===== config.mk =====
export PLATFORM = sky130hd
export DESIGN_NAME = bz_melody_gen
export DESIGN_NICKNAME = d
export VERILOG_FILES = /design/src/core/bz_pkg.sv /design/src/core/bz_melody_gen.sv
export SDC_FILE = /design/constraint.sdc
export NUM_CORES = 1
export LEC_CHECK = 0
export ABC_AREA = 1
export BUFFER_PORTS_ARGS = -buffer_cell sky130_fd_sc_hd__buf_4
export CORE_MARGIN = 3
export CORE_UTILIZATION = 60
export CTS_BUF_LIST = sky130_fd_sc_hd__clkbuf_4
export CTS_CLUSTER_DIAMETER = 30
export DETAILED_ROUTE_END_ITERATION = 10
export PLACE_DENSITY = 0.82
export SETUP_SLACK_MARGIN = 0.15
export SYNTH_ARGS = -nofsm -noshare
export SYNTH_HDL_FRONTEND = slang
export SYNTH_SLANG_ARGS = --single-unit
export TNS_END_PERCENT = 20

===== constraint.sdc =====
create_clock -name i_clk_sys -period 2.9 [get_ports i_clk_sys]
set_input_delay 0.58 -clock i_clk_sys [delete_from_list [all_inputs] [get_ports i_clk_sys]]
set_output_delay 0.58 -clock i_clk_sys [all_outputs]
set_load 0.02 [all_outputs]

===== src/core/bz_pkg.sv =====
package bz_pkg;

  // register offsets (byte-wide registers, printed addresses)
  localparam logic [15:0] ADDR_NOTE_A_DIV_LO  = 16'hA040;
  localparam logic [15:0] ADDR_NOTE_A_DIV_HI  = 16'hA041;
  localparam logic [15:0] ADDR_NOTE_A_LENGTH  = 16'hA042;
  localparam logic [15:0] ADDR_NOTE_A_GAP     = 16'hA043;
  localparam logic [15:0] ADDR_NOTE_B_DIV_LO  = 16'hA044;
  localparam logic [15:0] ADDR_NOTE_B_DIV_HI  = 16'hA045;
  localparam logic [15:0] ADDR_NOTE_B_LENGTH  = 16'hA046;
  localparam logic [15:0] ADDR_NOTE_B_GAP     = 16'hA047;
  localparam logic [15:0] ADDR_TONE_CONTROL   = 16'hA048;
  localparam logic [15:0] ADDR_POWER_WINDOW   = 16'hA049;
  localparam logic [15:0] ADDR_TIME_UNIT_CFG  = 16'hA04A;
  localparam logic [15:0] ADDR_IRQ_STATUS     = 16'hA04B;
  localparam logic [15:0] ADDR_IRQ_MASK       = 16'hA04C;

  // tone_control fields
  localparam int CTRL_ENABLE_BIT = 7;
  localparam int CTRL_INVERT_BIT = 6;
  localparam int CTRL_IEN_B_BIT  = 5;
  localparam int CTRL_IEN_A_BIT  = 4;
  localparam int CTRL_FLAG_B_BIT = 3;
  localparam int CTRL_FLAG_A_BIT = 2;
  localparam int CTRL_GO_B_BIT   = 1;
  localparam int CTRL_GO_A_BIT   = 0;

  // time_unit_config fields
  localparam int TU_SEL_MSB       = 7;
  localparam int TU_SEL_LSB       = 6;
  localparam int TU_PRESCALE_BIT  = 4;
  localparam int TU_POW_IEN_BIT   = 1;
  localparam int TU_POW_FLAG_BIT  = 0;

  // own interrupt status / mask bits
  localparam int IRQ_NOTE_A_BIT = 0;
  localparam int IRQ_NOTE_B_BIT = 1;
  localparam int IRQ_POW_BIT    = 2;

  localparam logic [7:0] REG_RESET = 8'h00;

  // timing
  localparam int CLK_FREQ_KHZ   = 125000;
  localparam int TIME_UNIT_MS   = 1;
  localparam int TICKS_PER_UNIT = CLK_FREQ_KHZ * TIME_UNIT_MS;
  localparam int TONE_DIV_LO    = 32;
  localparam int TONE_DIV_HI    = 64;

  typedef enum logic [2:0] {
    ST_IDLE = 3'b001,
    ST_TONE = 3'b010,
    ST_GAP  = 3'b100
  } bz_state_e;

endpackage


===== src/core/bz_melody_gen.sv =====
// How it works
// - tone frequency is prescaled clock divided by divisor plus one
// - prescale select 0 divides clock by 32, 1 divides by 64
// - length, gap and power window count in 1, 2, 4 or 8 ms units
// - a go bit write with the enable bit set restarts the power window timer with its value
// - power window expiry sets a sticky flag until software clears it
// - power window interrupt requested only while its enable bit is set
// - generator runs only while enable bit is one
// - polarity bit one inverts the tone output
// - note B end sets its flag when enabled; writing zero clears
// - note A end sets its flag when enabled; writing zero clears
// - writing one to note A go plays A; bit self-clears on completion
// - writing one to note B go plays B; bit self-clears on completion
// - both go bits set together play A first, then B
// - bit 0 of control reads note A playing status
// - bit 1 of control reads note B playing status
// - notes play once in sequence, or ping-pong when restarted by software
// - power window output drives external buzzer power switch
`timescale 1ns/1ps

module bz_melody_gen
  import bz_pkg::*;
#(
  parameter int P_TICKS_PER_UNIT = TICKS_PER_UNIT
)(
  input  wire logic        i_clk_sys,
  input  wire logic        i_reset,
  input  wire logic [15:0] i_addr,
  input  wire logic [7:0]  i_wdata,
  input  wire logic        i_wr,
  input  wire logic        i_rd,
  output logic      [7:0]  o_rdata,
  output logic             o_tone_output,
  output logic             o_power_window,
  output logic             o_irq
);

  localparam int MS_W = $clog2(P_TICKS_PER_UNIT + 1);

  typedef struct packed {
    logic [11:0] div_a;
    logic [7:0]  len_a;
    logic [7:0]  gap_a;
    logic [11:0] div_b;
    logic [7:0]  len_b;
    logic [7:0]  gap_b;
    logic        enable;
    logic        invert;
    logic        ien_b;
    logic        ien_a;
    logic        flag_b;
    logic        flag_a;
    logic        go_b;
    logic        go_a;
    logic [7:0]  pow_val;
    logic [1:0]  unit_sel;
    logic        pre_sel;
    logic        pow_ien;
    logic        pow_flag;
    logic [2:0]  irq_stat;
    logic [2:0]  irq_mask;
    bz_state_e   st;
    logic        cur_b;
    logic [MS_W-1:0] ms_cnt;
    logic [2:0]  unit_cnt;
    logic [4:0]  pre_cnt;
    logic [11:0] tone_cnt;
    logic        tone_lvl;
    logic [7:0]  ivl_cnt;
    logic        pow_run;
    logic [7:0]  pow_cnt;
    logic [7:0]  rdata;
    logic        pin;
    logic        irq;
  } bz_core_s;

  bz_core_s s;
  bz_core_s next_s;

  function automatic logic [2:0] unit_mask(input logic [1:0] sel);
    case (sel)
      2'h0:    unit_mask = 3'h0;
      2'h1:    unit_mask = 3'h1;
      2'h2:    unit_mask = 3'h3;
      default: unit_mask = 3'h7;
    endcase
  endfunction

  function automatic logic [7:0] rd_mux(input logic [15:0] addr, input bz_core_s r);
    logic play_a;
    logic play_b;
    play_a = (r.st != ST_IDLE) && !r.cur_b;
    play_b = (r.st != ST_IDLE) && r.cur_b;
    case (addr)
      ADDR_NOTE_A_DIV_LO: rd_mux = r.div_a[7:0];
      ADDR_NOTE_A_DIV_HI: rd_mux = {4'h0, r.div_a[11:8]};
      ADDR_NOTE_A_LENGTH: rd_mux = r.len_a;
      ADDR_NOTE_A_GAP:    rd_mux = r.gap_a;
      ADDR_NOTE_B_DIV_LO: rd_mux = r.div_b[7:0];
      ADDR_NOTE_B_DIV_HI: rd_mux = {4'h0, r.div_b[11:8]};
      ADDR_NOTE_B_LENGTH: rd_mux = r.len_b;
      ADDR_NOTE_B_GAP:    rd_mux = r.gap_b;
      ADDR_TONE_CONTROL:  rd_mux = {r.enable, r.invert, r.ien_b, r.ien_a,
                                    r.flag_b, r.flag_a, play_b, play_a};
      ADDR_POWER_WINDOW:  rd_mux = r.pow_val;
      ADDR_TIME_UNIT_CFG: rd_mux = {r.unit_sel, 1'b0, r.pre_sel, 2'b00, r.pow_ien, r.pow_flag};
      ADDR_IRQ_STATUS:    rd_mux = {5'h00, r.irq_stat};
      ADDR_IRQ_MASK:      rd_mux = {5'h00, r.irq_mask};
      default:            rd_mux = REG_RESET;
    endcase
  endfunction

  logic ms_tick;
  logic unit_tick;
  logic half_tick;
  logic wr_ctrl;
  logic go_ok;
  logic go_a_req;
  logic go_b_req;
  logic go_req;
  logic note_done;
  logic [11:0] cur_div;

  assign ms_tick = (s.ms_cnt == MS_W'(P_TICKS_PER_UNIT - 1));
  // unit tick every 1/2/4/8 base units
  assign unit_tick = ms_tick && ((s.unit_cnt & unit_mask(s.unit_sel)) == unit_mask(s.unit_sel));
  // half-period base: 16 or 32 clocks, so a full tone period is 32 or 64 per step
  assign half_tick = s.pre_sel ? (s.pre_cnt == 5'(TONE_DIV_HI / 2 - 1))
                               : (s.pre_cnt[3:0] == 4'(TONE_DIV_LO / 2 - 1));
  assign wr_ctrl   = i_wr && (i_addr == ADDR_TONE_CONTROL);
  // go is honoured only by a write that leaves the generator enabled
  assign go_ok     = wr_ctrl && i_wdata[CTRL_ENABLE_BIT];
  assign go_a_req  = go_ok && i_wdata[CTRL_GO_A_BIT];
  assign go_b_req  = go_ok && i_wdata[CTRL_GO_B_BIT];
  assign go_req    = go_a_req || go_b_req;
  assign note_done = (s.st == ST_GAP) && (s.ivl_cnt == 8'h00) && s.enable;
  assign cur_div   = s.cur_b ? s.div_b : s.div_a;

  always_comb
  begin
    next_s       = s;
    next_s.rdata = REG_RESET;
    next_s.ms_cnt  = ms_tick ? '0 : MS_W'(s.ms_cnt + 1'b1);
    next_s.pre_cnt = 5'(s.pre_cnt + 5'h01);
    next_s.unit_cnt = ms_tick ? 3'(s.unit_cnt + 3'h1) : s.unit_cnt;

    if (i_wr)
    begin
      case (i_addr)
        ADDR_NOTE_A_DIV_LO: next_s.div_a[7:0]  = i_wdata;
        ADDR_NOTE_A_DIV_HI: next_s.div_a[11:8] = i_wdata[3:0];
        ADDR_NOTE_A_LENGTH: next_s.len_a       = i_wdata;
        ADDR_NOTE_A_GAP:    next_s.gap_a       = i_wdata;
        ADDR_NOTE_B_DIV_LO: next_s.div_b[7:0]  = i_wdata;
        ADDR_NOTE_B_DIV_HI: next_s.div_b[11:8] = i_wdata[3:0];
        ADDR_NOTE_B_LENGTH: next_s.len_b       = i_wdata;
        ADDR_NOTE_B_GAP:    next_s.gap_b       = i_wdata;
        ADDR_TONE_CONTROL:
        begin
          next_s.enable = i_wdata[CTRL_ENABLE_BIT];
          next_s.invert = i_wdata[CTRL_INVERT_BIT];
          next_s.ien_b  = i_wdata[CTRL_IEN_B_BIT];
          next_s.ien_a  = i_wdata[CTRL_IEN_A_BIT];
          // flags clear on a written zero, a one leaves them
          next_s.flag_b = s.flag_b & i_wdata[CTRL_FLAG_B_BIT];
          next_s.flag_a = s.flag_a & i_wdata[CTRL_FLAG_A_BIT];
          // a written zero to go has no effect
          next_s.go_a   = s.go_a | go_a_req;
          next_s.go_b   = s.go_b | go_b_req;
        end
        ADDR_POWER_WINDOW:  next_s.pow_val = i_wdata;
        ADDR_TIME_UNIT_CFG:
        begin
          next_s.unit_sel = i_wdata[TU_SEL_MSB:TU_SEL_LSB];
          next_s.pre_sel  = i_wdata[TU_PRESCALE_BIT];
          next_s.pow_ien  = i_wdata[TU_POW_IEN_BIT];
          next_s.pow_flag = s.pow_flag & i_wdata[TU_POW_FLAG_BIT];
        end
        ADDR_IRQ_STATUS:    next_s.irq_stat = s.irq_stat & ~i_wdata[2:0];
        ADDR_IRQ_MASK:      next_s.irq_mask = i_wdata[2:0];
        default:            next_s.rdata = REG_RESET;
      endcase
    end

    if (i_rd)
    begin
      next_s.rdata = rd_mux(i_addr, s);
    end

    // any start restarts the power window
    if (go_req)
    begin
      next_s.pow_run = 1'b1;
      next_s.pow_cnt = s.pow_val;
    end
    else if (s.pow_run)
    begin
      if (s.pow_cnt == 8'h00)
      begin
        // sticky expiry flag, set beats a same-cycle clear
        next_s.pow_run  = 1'b0;
        next_s.pow_flag = 1'b1;
        next_s.irq_stat[IRQ_POW_BIT] = next_s.irq_stat[IRQ_POW_BIT] | s.pow_ien;
      end
      else if (unit_tick)
      begin
        next_s.pow_cnt = 8'(s.pow_cnt - 8'h01);
      end
    end

    case (s.st)
      ST_IDLE:
      begin
        // A wins when both are pending; software re-arms for ping-pong
        if (next_s.enable && (next_s.go_a || next_s.go_b))
        begin
          next_s.st       = ST_TONE;
          next_s.cur_b    = !next_s.go_a;
          next_s.ivl_cnt  = next_s.go_a ? next_s.len_a : next_s.len_b;
          next_s.tone_cnt = 12'h000;
          next_s.tone_lvl = 1'b1;
          // unit timers restart so the first unit is a whole one
          next_s.ms_cnt   = '0;
          next_s.unit_cnt = 3'h0;
          next_s.pre_cnt  = 5'h00;
        end
      end
      ST_TONE:
      begin
        // sound phase, then the silent gap
        if (s.ivl_cnt == 8'h00)
        begin
          next_s.st       = ST_GAP;
          next_s.ivl_cnt  = s.cur_b ? s.gap_b : s.gap_a;
          next_s.tone_lvl = 1'b0;
        end
        else
        begin
          if (unit_tick)
          begin
            next_s.ivl_cnt = 8'(s.ivl_cnt - 8'h01);
          end
          if (half_tick)
          begin
            if (s.tone_cnt == cur_div)
            begin
              next_s.tone_cnt = 12'h000;
              next_s.tone_lvl = !s.tone_lvl;
            end
            else
            begin
              next_s.tone_cnt = 12'(s.tone_cnt + 12'h001);
            end
          end
        end
      end
      ST_GAP:
      begin
        if (note_done)
        begin
          next_s.st = ST_IDLE;
          if (s.cur_b)
          begin
            // self-clear, unless re-armed in this very cycle
            next_s.go_b = go_b_req;
            if (s.ien_b)
            begin
              next_s.flag_b                   = 1'b1;
              next_s.irq_stat[IRQ_NOTE_B_BIT] = 1'b1;
            end
          end
          else
          begin
            // self-clear, unless re-armed in this very cycle
            next_s.go_a = go_a_req;
            if (s.ien_a)
            begin
              next_s.flag_a                   = 1'b1;
              next_s.irq_stat[IRQ_NOTE_A_BIT] = 1'b1;
            end
          end
        end
        else if (unit_tick)
        begin
          next_s.ivl_cnt = 8'(s.ivl_cnt - 8'h01);
        end
      end
      default: next_s.st = ST_IDLE;
    endcase

    // disable aborts everything, no end flags raised
    if (!next_s.enable)
    begin
      next_s.st       = ST_IDLE;
      next_s.go_a     = 1'b0;
      next_s.go_b     = 1'b0;
      next_s.pow_run  = 1'b0;
      next_s.tone_lvl = 1'b0;
    end

    // inactive level is the polarity bit itself
    next_s.pin = ((next_s.st == ST_TONE) && next_s.tone_lvl) ^ next_s.invert;
    next_s.irq = |(next_s.irq_stat & next_s.irq_mask);
  end

  always_ff @(posedge i_clk_sys)
  begin
    if (i_reset)
    begin
      s    <= '0;
      s.st <= ST_IDLE;
    end
    else
    begin
      s <= next_s;
    end
  end

  assign o_rdata        = s.rdata;
  assign o_tone_output  = s.pin;
  // power switch follows the window timer
  assign o_power_window = s.pow_run;
  assign o_irq          = s.irq;
endmodule // bz_melody_gen


Word-level counts from Yosys, hierarchy flattened
Cells that the tools add are included.
{"block": "classes", "n_addsub": 6, "n_eq_ne": 30, "muxes": 58, "n_bitwise": 13, "n_reduce_logical": 39}
{"op": "$eq A16 B16 Y1 const B", "n": 13}
{"op": "$mux W8", "n": 13}
{"op": "$pmux W8 S13", "n": 1}
{"op": "$mux W71", "n": 1}
{"op": "$mux W50", "n": 1}
{"op": "$mux W12", "n": 3}
{"op": "$mux W9", "n": 3}
{"op": "$pmux W13 S2", "n": 1}
{"op": "$mux W25", "n": 1}
{"op": "$pmux W8 S3", "n": 1}
{"op": "$reduce_and A2 Y1", "n": 10}
{"op": "$mux W3", "n": 6}
{"op": "$pmux W3 S3", "n": 2}
{"op": "$add A17 B1 Y17 const B", "n": 1}
{"op": "$eq A17 B17 Y1 const B", "n": 1}
{"op": "$mux W17", "n": 1}
{"op": "$logic_not A8 Y1", "n": 2}
{"op": "$sub A8 B1 Y8 const B", "n": 2}
{"op": "$mux W1", "n": 14}
{"op": "$mux W13", "n": 1}
{"op": "$add A12 B1 Y12 const B", "n": 1}
{"op": "$eq A12 B12 Y1", "n": 1}
{"op": "$mux W4", "n": 3}
{"op": "$logic_and A1 B1 Y1", "n": 11}
{"op": "other kinds (29)", "n": 52}
{"block": "word_totals", "register_bits": 152, "inputBits": 28, "out_inout_bits": 11, "wordCells": 182}

Depth between registers and ports, before layout
{"block": "depth", "depth_word": 15, "ltp_mapped": 17, "depth_no_buf": 16}

Least setup slack after synthesis
No wires, ideal clock.
{"block": "synth_timing", "kind": "input-to-reg", "startpoint": "input port i_addr[1]", "endpoint": "register s[37] in the netlist's numbering", "setup_ns": 0.120, "arrival_time_ns": 1.979, "required_time_ns": 2.780, "slack_ns": 0.801, "path_stages": 16, "n_path_buf": 2, "path_cell_list": "buf_4 > nor2_2 > nand2_2 > nor2_4 > nand4_4 > nor2_1 > nor2_1 > nand2_4 > nand2_4 > nand2_1 > nand2_1 > buf_6 > inv_4 > nand2_1 > nand2_1 > a21oi_1"}
{"block": "synth_via", "elab_chain_cells": 11, "elab_cells_between_ends": 13}
{"item": "from (decl)", "line_no": "bz_melody_gen.sv:28", "rtl": "input wire logic [15:0] i_addr,"}
{"item": "$eq A16 B16 Y1 *", "line_no": "bz_melody_gen.sv:130, bz_melody_gen.sv:149"}
{"item": "$logic_and A1 B1 Y1", "line_no": "bz_melody_gen.sv:130", "rtl": "assign wr_ctrl = i_wr && (i_addr == ADDR_TONE_CONTROL);"}
{"item": "$logic_and A1 B1 Y1", "line_no": "bz_melody_gen.sv:132", "rtl": "assign go_ok = wr_ctrl && i_wdata[CTRL_ENABLE_BIT];"}
{"item": "$logic_and A1 B1 Y1, on equally long branches", "line_no": "bz_melody_gen.sv:133, bz_melody_gen.sv:134"}
{"item": "$or A1 B1 Y1, on equally long branches", "line_no": "bz_melody_gen.sv:168, bz_melody_gen.sv:169"}
{"item": "$mux W8 *", "line_no": "bz_melody_gen.sv:149", "rtl": "case (i_addr)"}
{"item": "$mux W71 *", "line_no": "bz_melody_gen.sv:147", "rtl": "if (i_wr)"}
{"item": "$logic_or A1 B1 Y1", "line_no": "bz_melody_gen.sv:215", "rtl": "if (next_s.enable && (next_s.go_a || next_s.go_b))"}
{"item": "$logic_and A1 B1 Y1 *", "line_no": "bz_melody_gen.sv:215"}
{"item": "$ne A2 B2 Y1 (no line) *"}
{"item": "$reduce_and A4 Y1 (no line) *"}
{"item": "to (signal assigned)", "line_no": "bz_melody_gen.sv:315", "rtl": "s <= next_s;"}
{"item": "to (decl)", "line_no": "bz_melody_gen.sv:77", "rtl": "bz_core_s s;"}
Mark *: on every way between the ends. The rest lies on a longest branch, timed or not.
A chain may end at the register's enable or synchronous reset.

Worst setup path in the final report
{"block": "layout_timing", "startpoint": "register s[40] in the netlist's numbering", "endpoint": "register s[30] in the netlist's numbering"}
{"block": "layout_via", "elab_chain_cells": 4, "elab_cells_between_ends": 5}
{"item": "$eq A5 B5 Y1 or $eq A4 B4 Y1 (tied branches)", "line_no": "bz_melody_gen.sv:128, bz_melody_gen.sv:129"}
{"item": "$mux W1 *", "line_no": "bz_melody_gen.sv:128", "rtl": "assign half_tick = s.pre_sel ? (s.pre_cnt == 5'(TONE_DIV_HI / 2 - 1))"}
{"item": "$ne A2 B2 Y1 (no line) *"}
{"item": "$reduce_and A4 Y1 (no line) *"}
Marks and branches as above.

==> flow_summary.json <==
{
  "ir_drop_mv": 0.325,
  "synth.top_cells.by_count": "nand2_1, inv_1, nor2_1, dfxtp_1, o21ai_0",
  "num_vias": 8475,
  "seq_area_frac_synth_pct": 36.2,
  "slowest_delay_ns": 0.50,
  "area_delta_synth_final_pct": 8.61,
  "fp.dieW_um": 124,
  "core_area_um2": 13500,
  "worst_setup_path_start_kind": "flip-flop",
  "root_buffer": "clkbuf_4",
  "synthAdderAreaFrac_pct": 1.04,
  "max_freq_mhz": 411,
  "die_area_um2": 15500,
  "ys_warn_count": 0,
  "synth.top_cell.area_share_pct": 36.2,
  "synth_xor_area_share_pct": 2.29,
  "reg2reg_to": "s[30]$_SDFFE_PP0P_",
  "drive_gt1_share_pct": 9.17,
  "rr_worst_depth": 12,
  "cts_sinks": 152,
  "worstSetupEndpoint": "s[30]$_SDFFE_PP0P_",
  "synth_area_per_cell_um2": 6.66,
  "place.gp.congestion": 1.01,
  "drcViolationCount": 0,
  "synth_simple_gate_area_share_pct": 30.7,
  "grt_pass1_wl_um": 38700,
  "antenna_found_initial": 2,
  "drt_pass1_iterations": 6,
  "cts_resized": 0,
  "min-delay-start": "i_wdata[5]",
  "power.density_nw_per_um2": 429,
  "syn_nets": 1297,
  "start_util_pct": 62.4,
  "fin_util_pct": 67.8,
  "ctsHoldBuffers": 0,
  "path_clk_slew_ns": 0.13,
  "critPathKind": "flip-flop to flip-flop",
  "synth_cell_type_count": 48,
  "syn_area_um2": 8400,
  "grt_pass1_vias": 7736,
  "die_y_um": 124,
  "period_needed_ns": 2.43,
  "synth_compound_area_share_pct": 17.5,
  "htreeDepth": 4,
  "yosys_register_bits": 152,
  "synth_edf_count": 0,
  "grt_use_total_pct": 30.6,
  "status": "complete, no violations",
  "fp-row-count": 42,
  "tightest_slew_ns": 0.788,
  "crit_chain": "ha_1, nand2_1, inv_1, nand2_1, inv_1, ha_1, o21a_1, inv_1, nor2_1, nand2_1, or3b_2, a21oi_1",
  "drt_wl_total_um": 23900,
  "synth_area_leaders": "dfxtp_1, nand2_1, inv_1",
  "rr_startpoint": "s[40]$_SDFF_PP0_",
  "grt_max_degree": 58,
  "setup_tns_ns": 0,
  "synthesis.instances": 1262,
  "io_pins": 39,
  "worst_setup_path_end_kind": "flip-flop",
  "cap_violations": 0,
  "numCtsBuffers": 17,
  "tritoncts": "built",
  "grt_overflow": 0,
  "clock_latency_ns": 0.59,
  "cpMaxStageDelayCell": "or3b_2",
  "required_ns": 3.41,
  "synth_area_leader_cell": "dfxtp_1",
  "dp_hpwl_um": 17900,
  "hold_violations": 0,
  "fin_nets": 1320,
  "cts.path.max_buffers": 2,
  "cts_setup_buffers": 0,
  "crit_path_max_fanout": 7,
  "final_cell_area_um2": 9120,
  "worstPathArrival_ns": 2.94,
  "post_drt_wl_per_cell_um": 16.2,
  "synth_most_common_cell": "nand2_1",
  "static-leakage-power_nw": 3.85,
  "finalCritPeriodShare_pct": 83.8,
  "setup_viol": 0,
  "rsz0062_at_grt": "false",
  "drtAntennaViolNets": 0,
  "report.final.slew_viol_count": 0,
  "fin_skew_ns": 0.0187,
  "muxShareOfSynthArea_pct": 0.596,
  "postPlaceCellArea_um2": 8750,
  "max_slew_margin_pct": 46.9,
  "drt_iter0_markers": 1103,
  "async_reset_ff_share_pct": 0,
  "yosys_most_used_dff": "dfxtp_1",
  "portBuffers": 38,
  "vias_per_cell": 5.75,
  "synth_top_family_by_area": "simple AND/OR/NAND/NOR gates",
  "crit_start": "s[40]$_SDFF_PP0_",
  "hold_path_class": "primary input to flip-flop",
  "worst-r2r-setup-slack_ns": 0.47
}
-- state kept, by name, indices dropped and copies added, names as in the netlist --
signal,flops
o_rdata,8
o_tone_output,1
o_power_window,1
s,141
o_irq,1
-- layer usage --
metal	share of wire, %	vias to the layer above	wire, µm	global-route usage, %
met1	44	3824	10400	41.3
met3	8.4	72	2020	6.78
met4	4.1	2	989	14.4
li1	-	4172	-	-
met5	0.054	-	13	0
met2	44	405	10500	46.6
-- logic make-up after synthesis --
logic type / after synthesis
multiplexers: 5
XOR/XNOR: 22
buffers and inverters: 239
AO/OA/AOI/OAI: 254
adder cells (fa/ha/maj): 7
AND/OR/NAND/NOR: 583
flip-flops: 152
-- report_power, final --
part | internal, mW | switching (mW) | total [mW]
Combinational | 0.0446 | 0.103 | 0.148
Sequential | 2.09 | 0.00458 | 2.10
Clock | 0.872 | 0.794 | 1.67
-- worst min path at each step --
stage / endpoint / slack, ns / depth (start not counted)
4_1_cts: s[85]$_SDFFE_PP0P_ / 0.31 / 3
5_1_grt: s[85]$_SDFFE_PP0P_ / 0.32 / 3
6_report: s[85]$_SDFFE_PP0P_ / 0.33 / 3
2_1_floorplan: s[40]$_SDFF_PP0_ / 0.42 / 1
3_5_place_dp: s[48]$_SDFF_PP0_ / 0.45 / 1
3_3_place_gp: s[40]$_SDFF_PP0_ / 0.43 / 1
-- worst max-delay path: cells and delay by family (launching register included) --
family | cells | cell delay (ns)
compound gates | 2 | 0.33
fa+ha+maj | 2 | 0.31
buf+inv | 3 | 0.24
flops | 1 | 0.38
simple gates | 5 | 1.10
-- cell usage in the layout, fill, tap and decap left out, types with 5 or more instances in the layout --
cell,instances
o22ai_1,16
a21oi_1,62
bufinv_16,6
a211oi_1,28
a31oi_1,16
buf_4,51
clkbuf_4,19
nor2_1,169
nand2_1,242
nor4_1,6
nor3_1,24
xor2_1,18
o21ai_0,102
nand4_1,17
mux2i_1,5
o211ai_1,8
inv_1,185
nor2_4,5
dfxtp_1,152
nand3_1,93
ha_1,7
-- stage by stage --
| stage | hold WS (ns) | std cells | setup slack, ns | power [mW] |
|---|---|---|---|---|
| 3_3_place_gp | 0.432 | 1442 | 0.291 | 2.29 |
| 2_1_floorplan | 0.418 | 1262 | 0.801 | 2.22 |
| 6_report | 0.330 | 1475 | 0.469 | 3.91 |
| 5_1_grt | 0.316 | 1475 | 0.197 | 4.01 |
| 4_1_cts | 0.311 | 1474 | 0.477 | 3.91 |
| 3_5_place_dp | 0.447 | 1442 | 0.217 | 2.29 |
-- area by class of cell --
class / instances / area [µm²]
clock buffers: 19 / 143
clock inverters: 13 / 225
fillers: 1235 / 4330
multi-input cells: 871 / 4380
flip-flops and latches: 152 / 3040
well taps: 176 / 220
inverters: 192 / 723
diodes: 1 / 2.50
repair buffers: 51 / 383
Note: power is estimated with default switching activity, not from simulation.
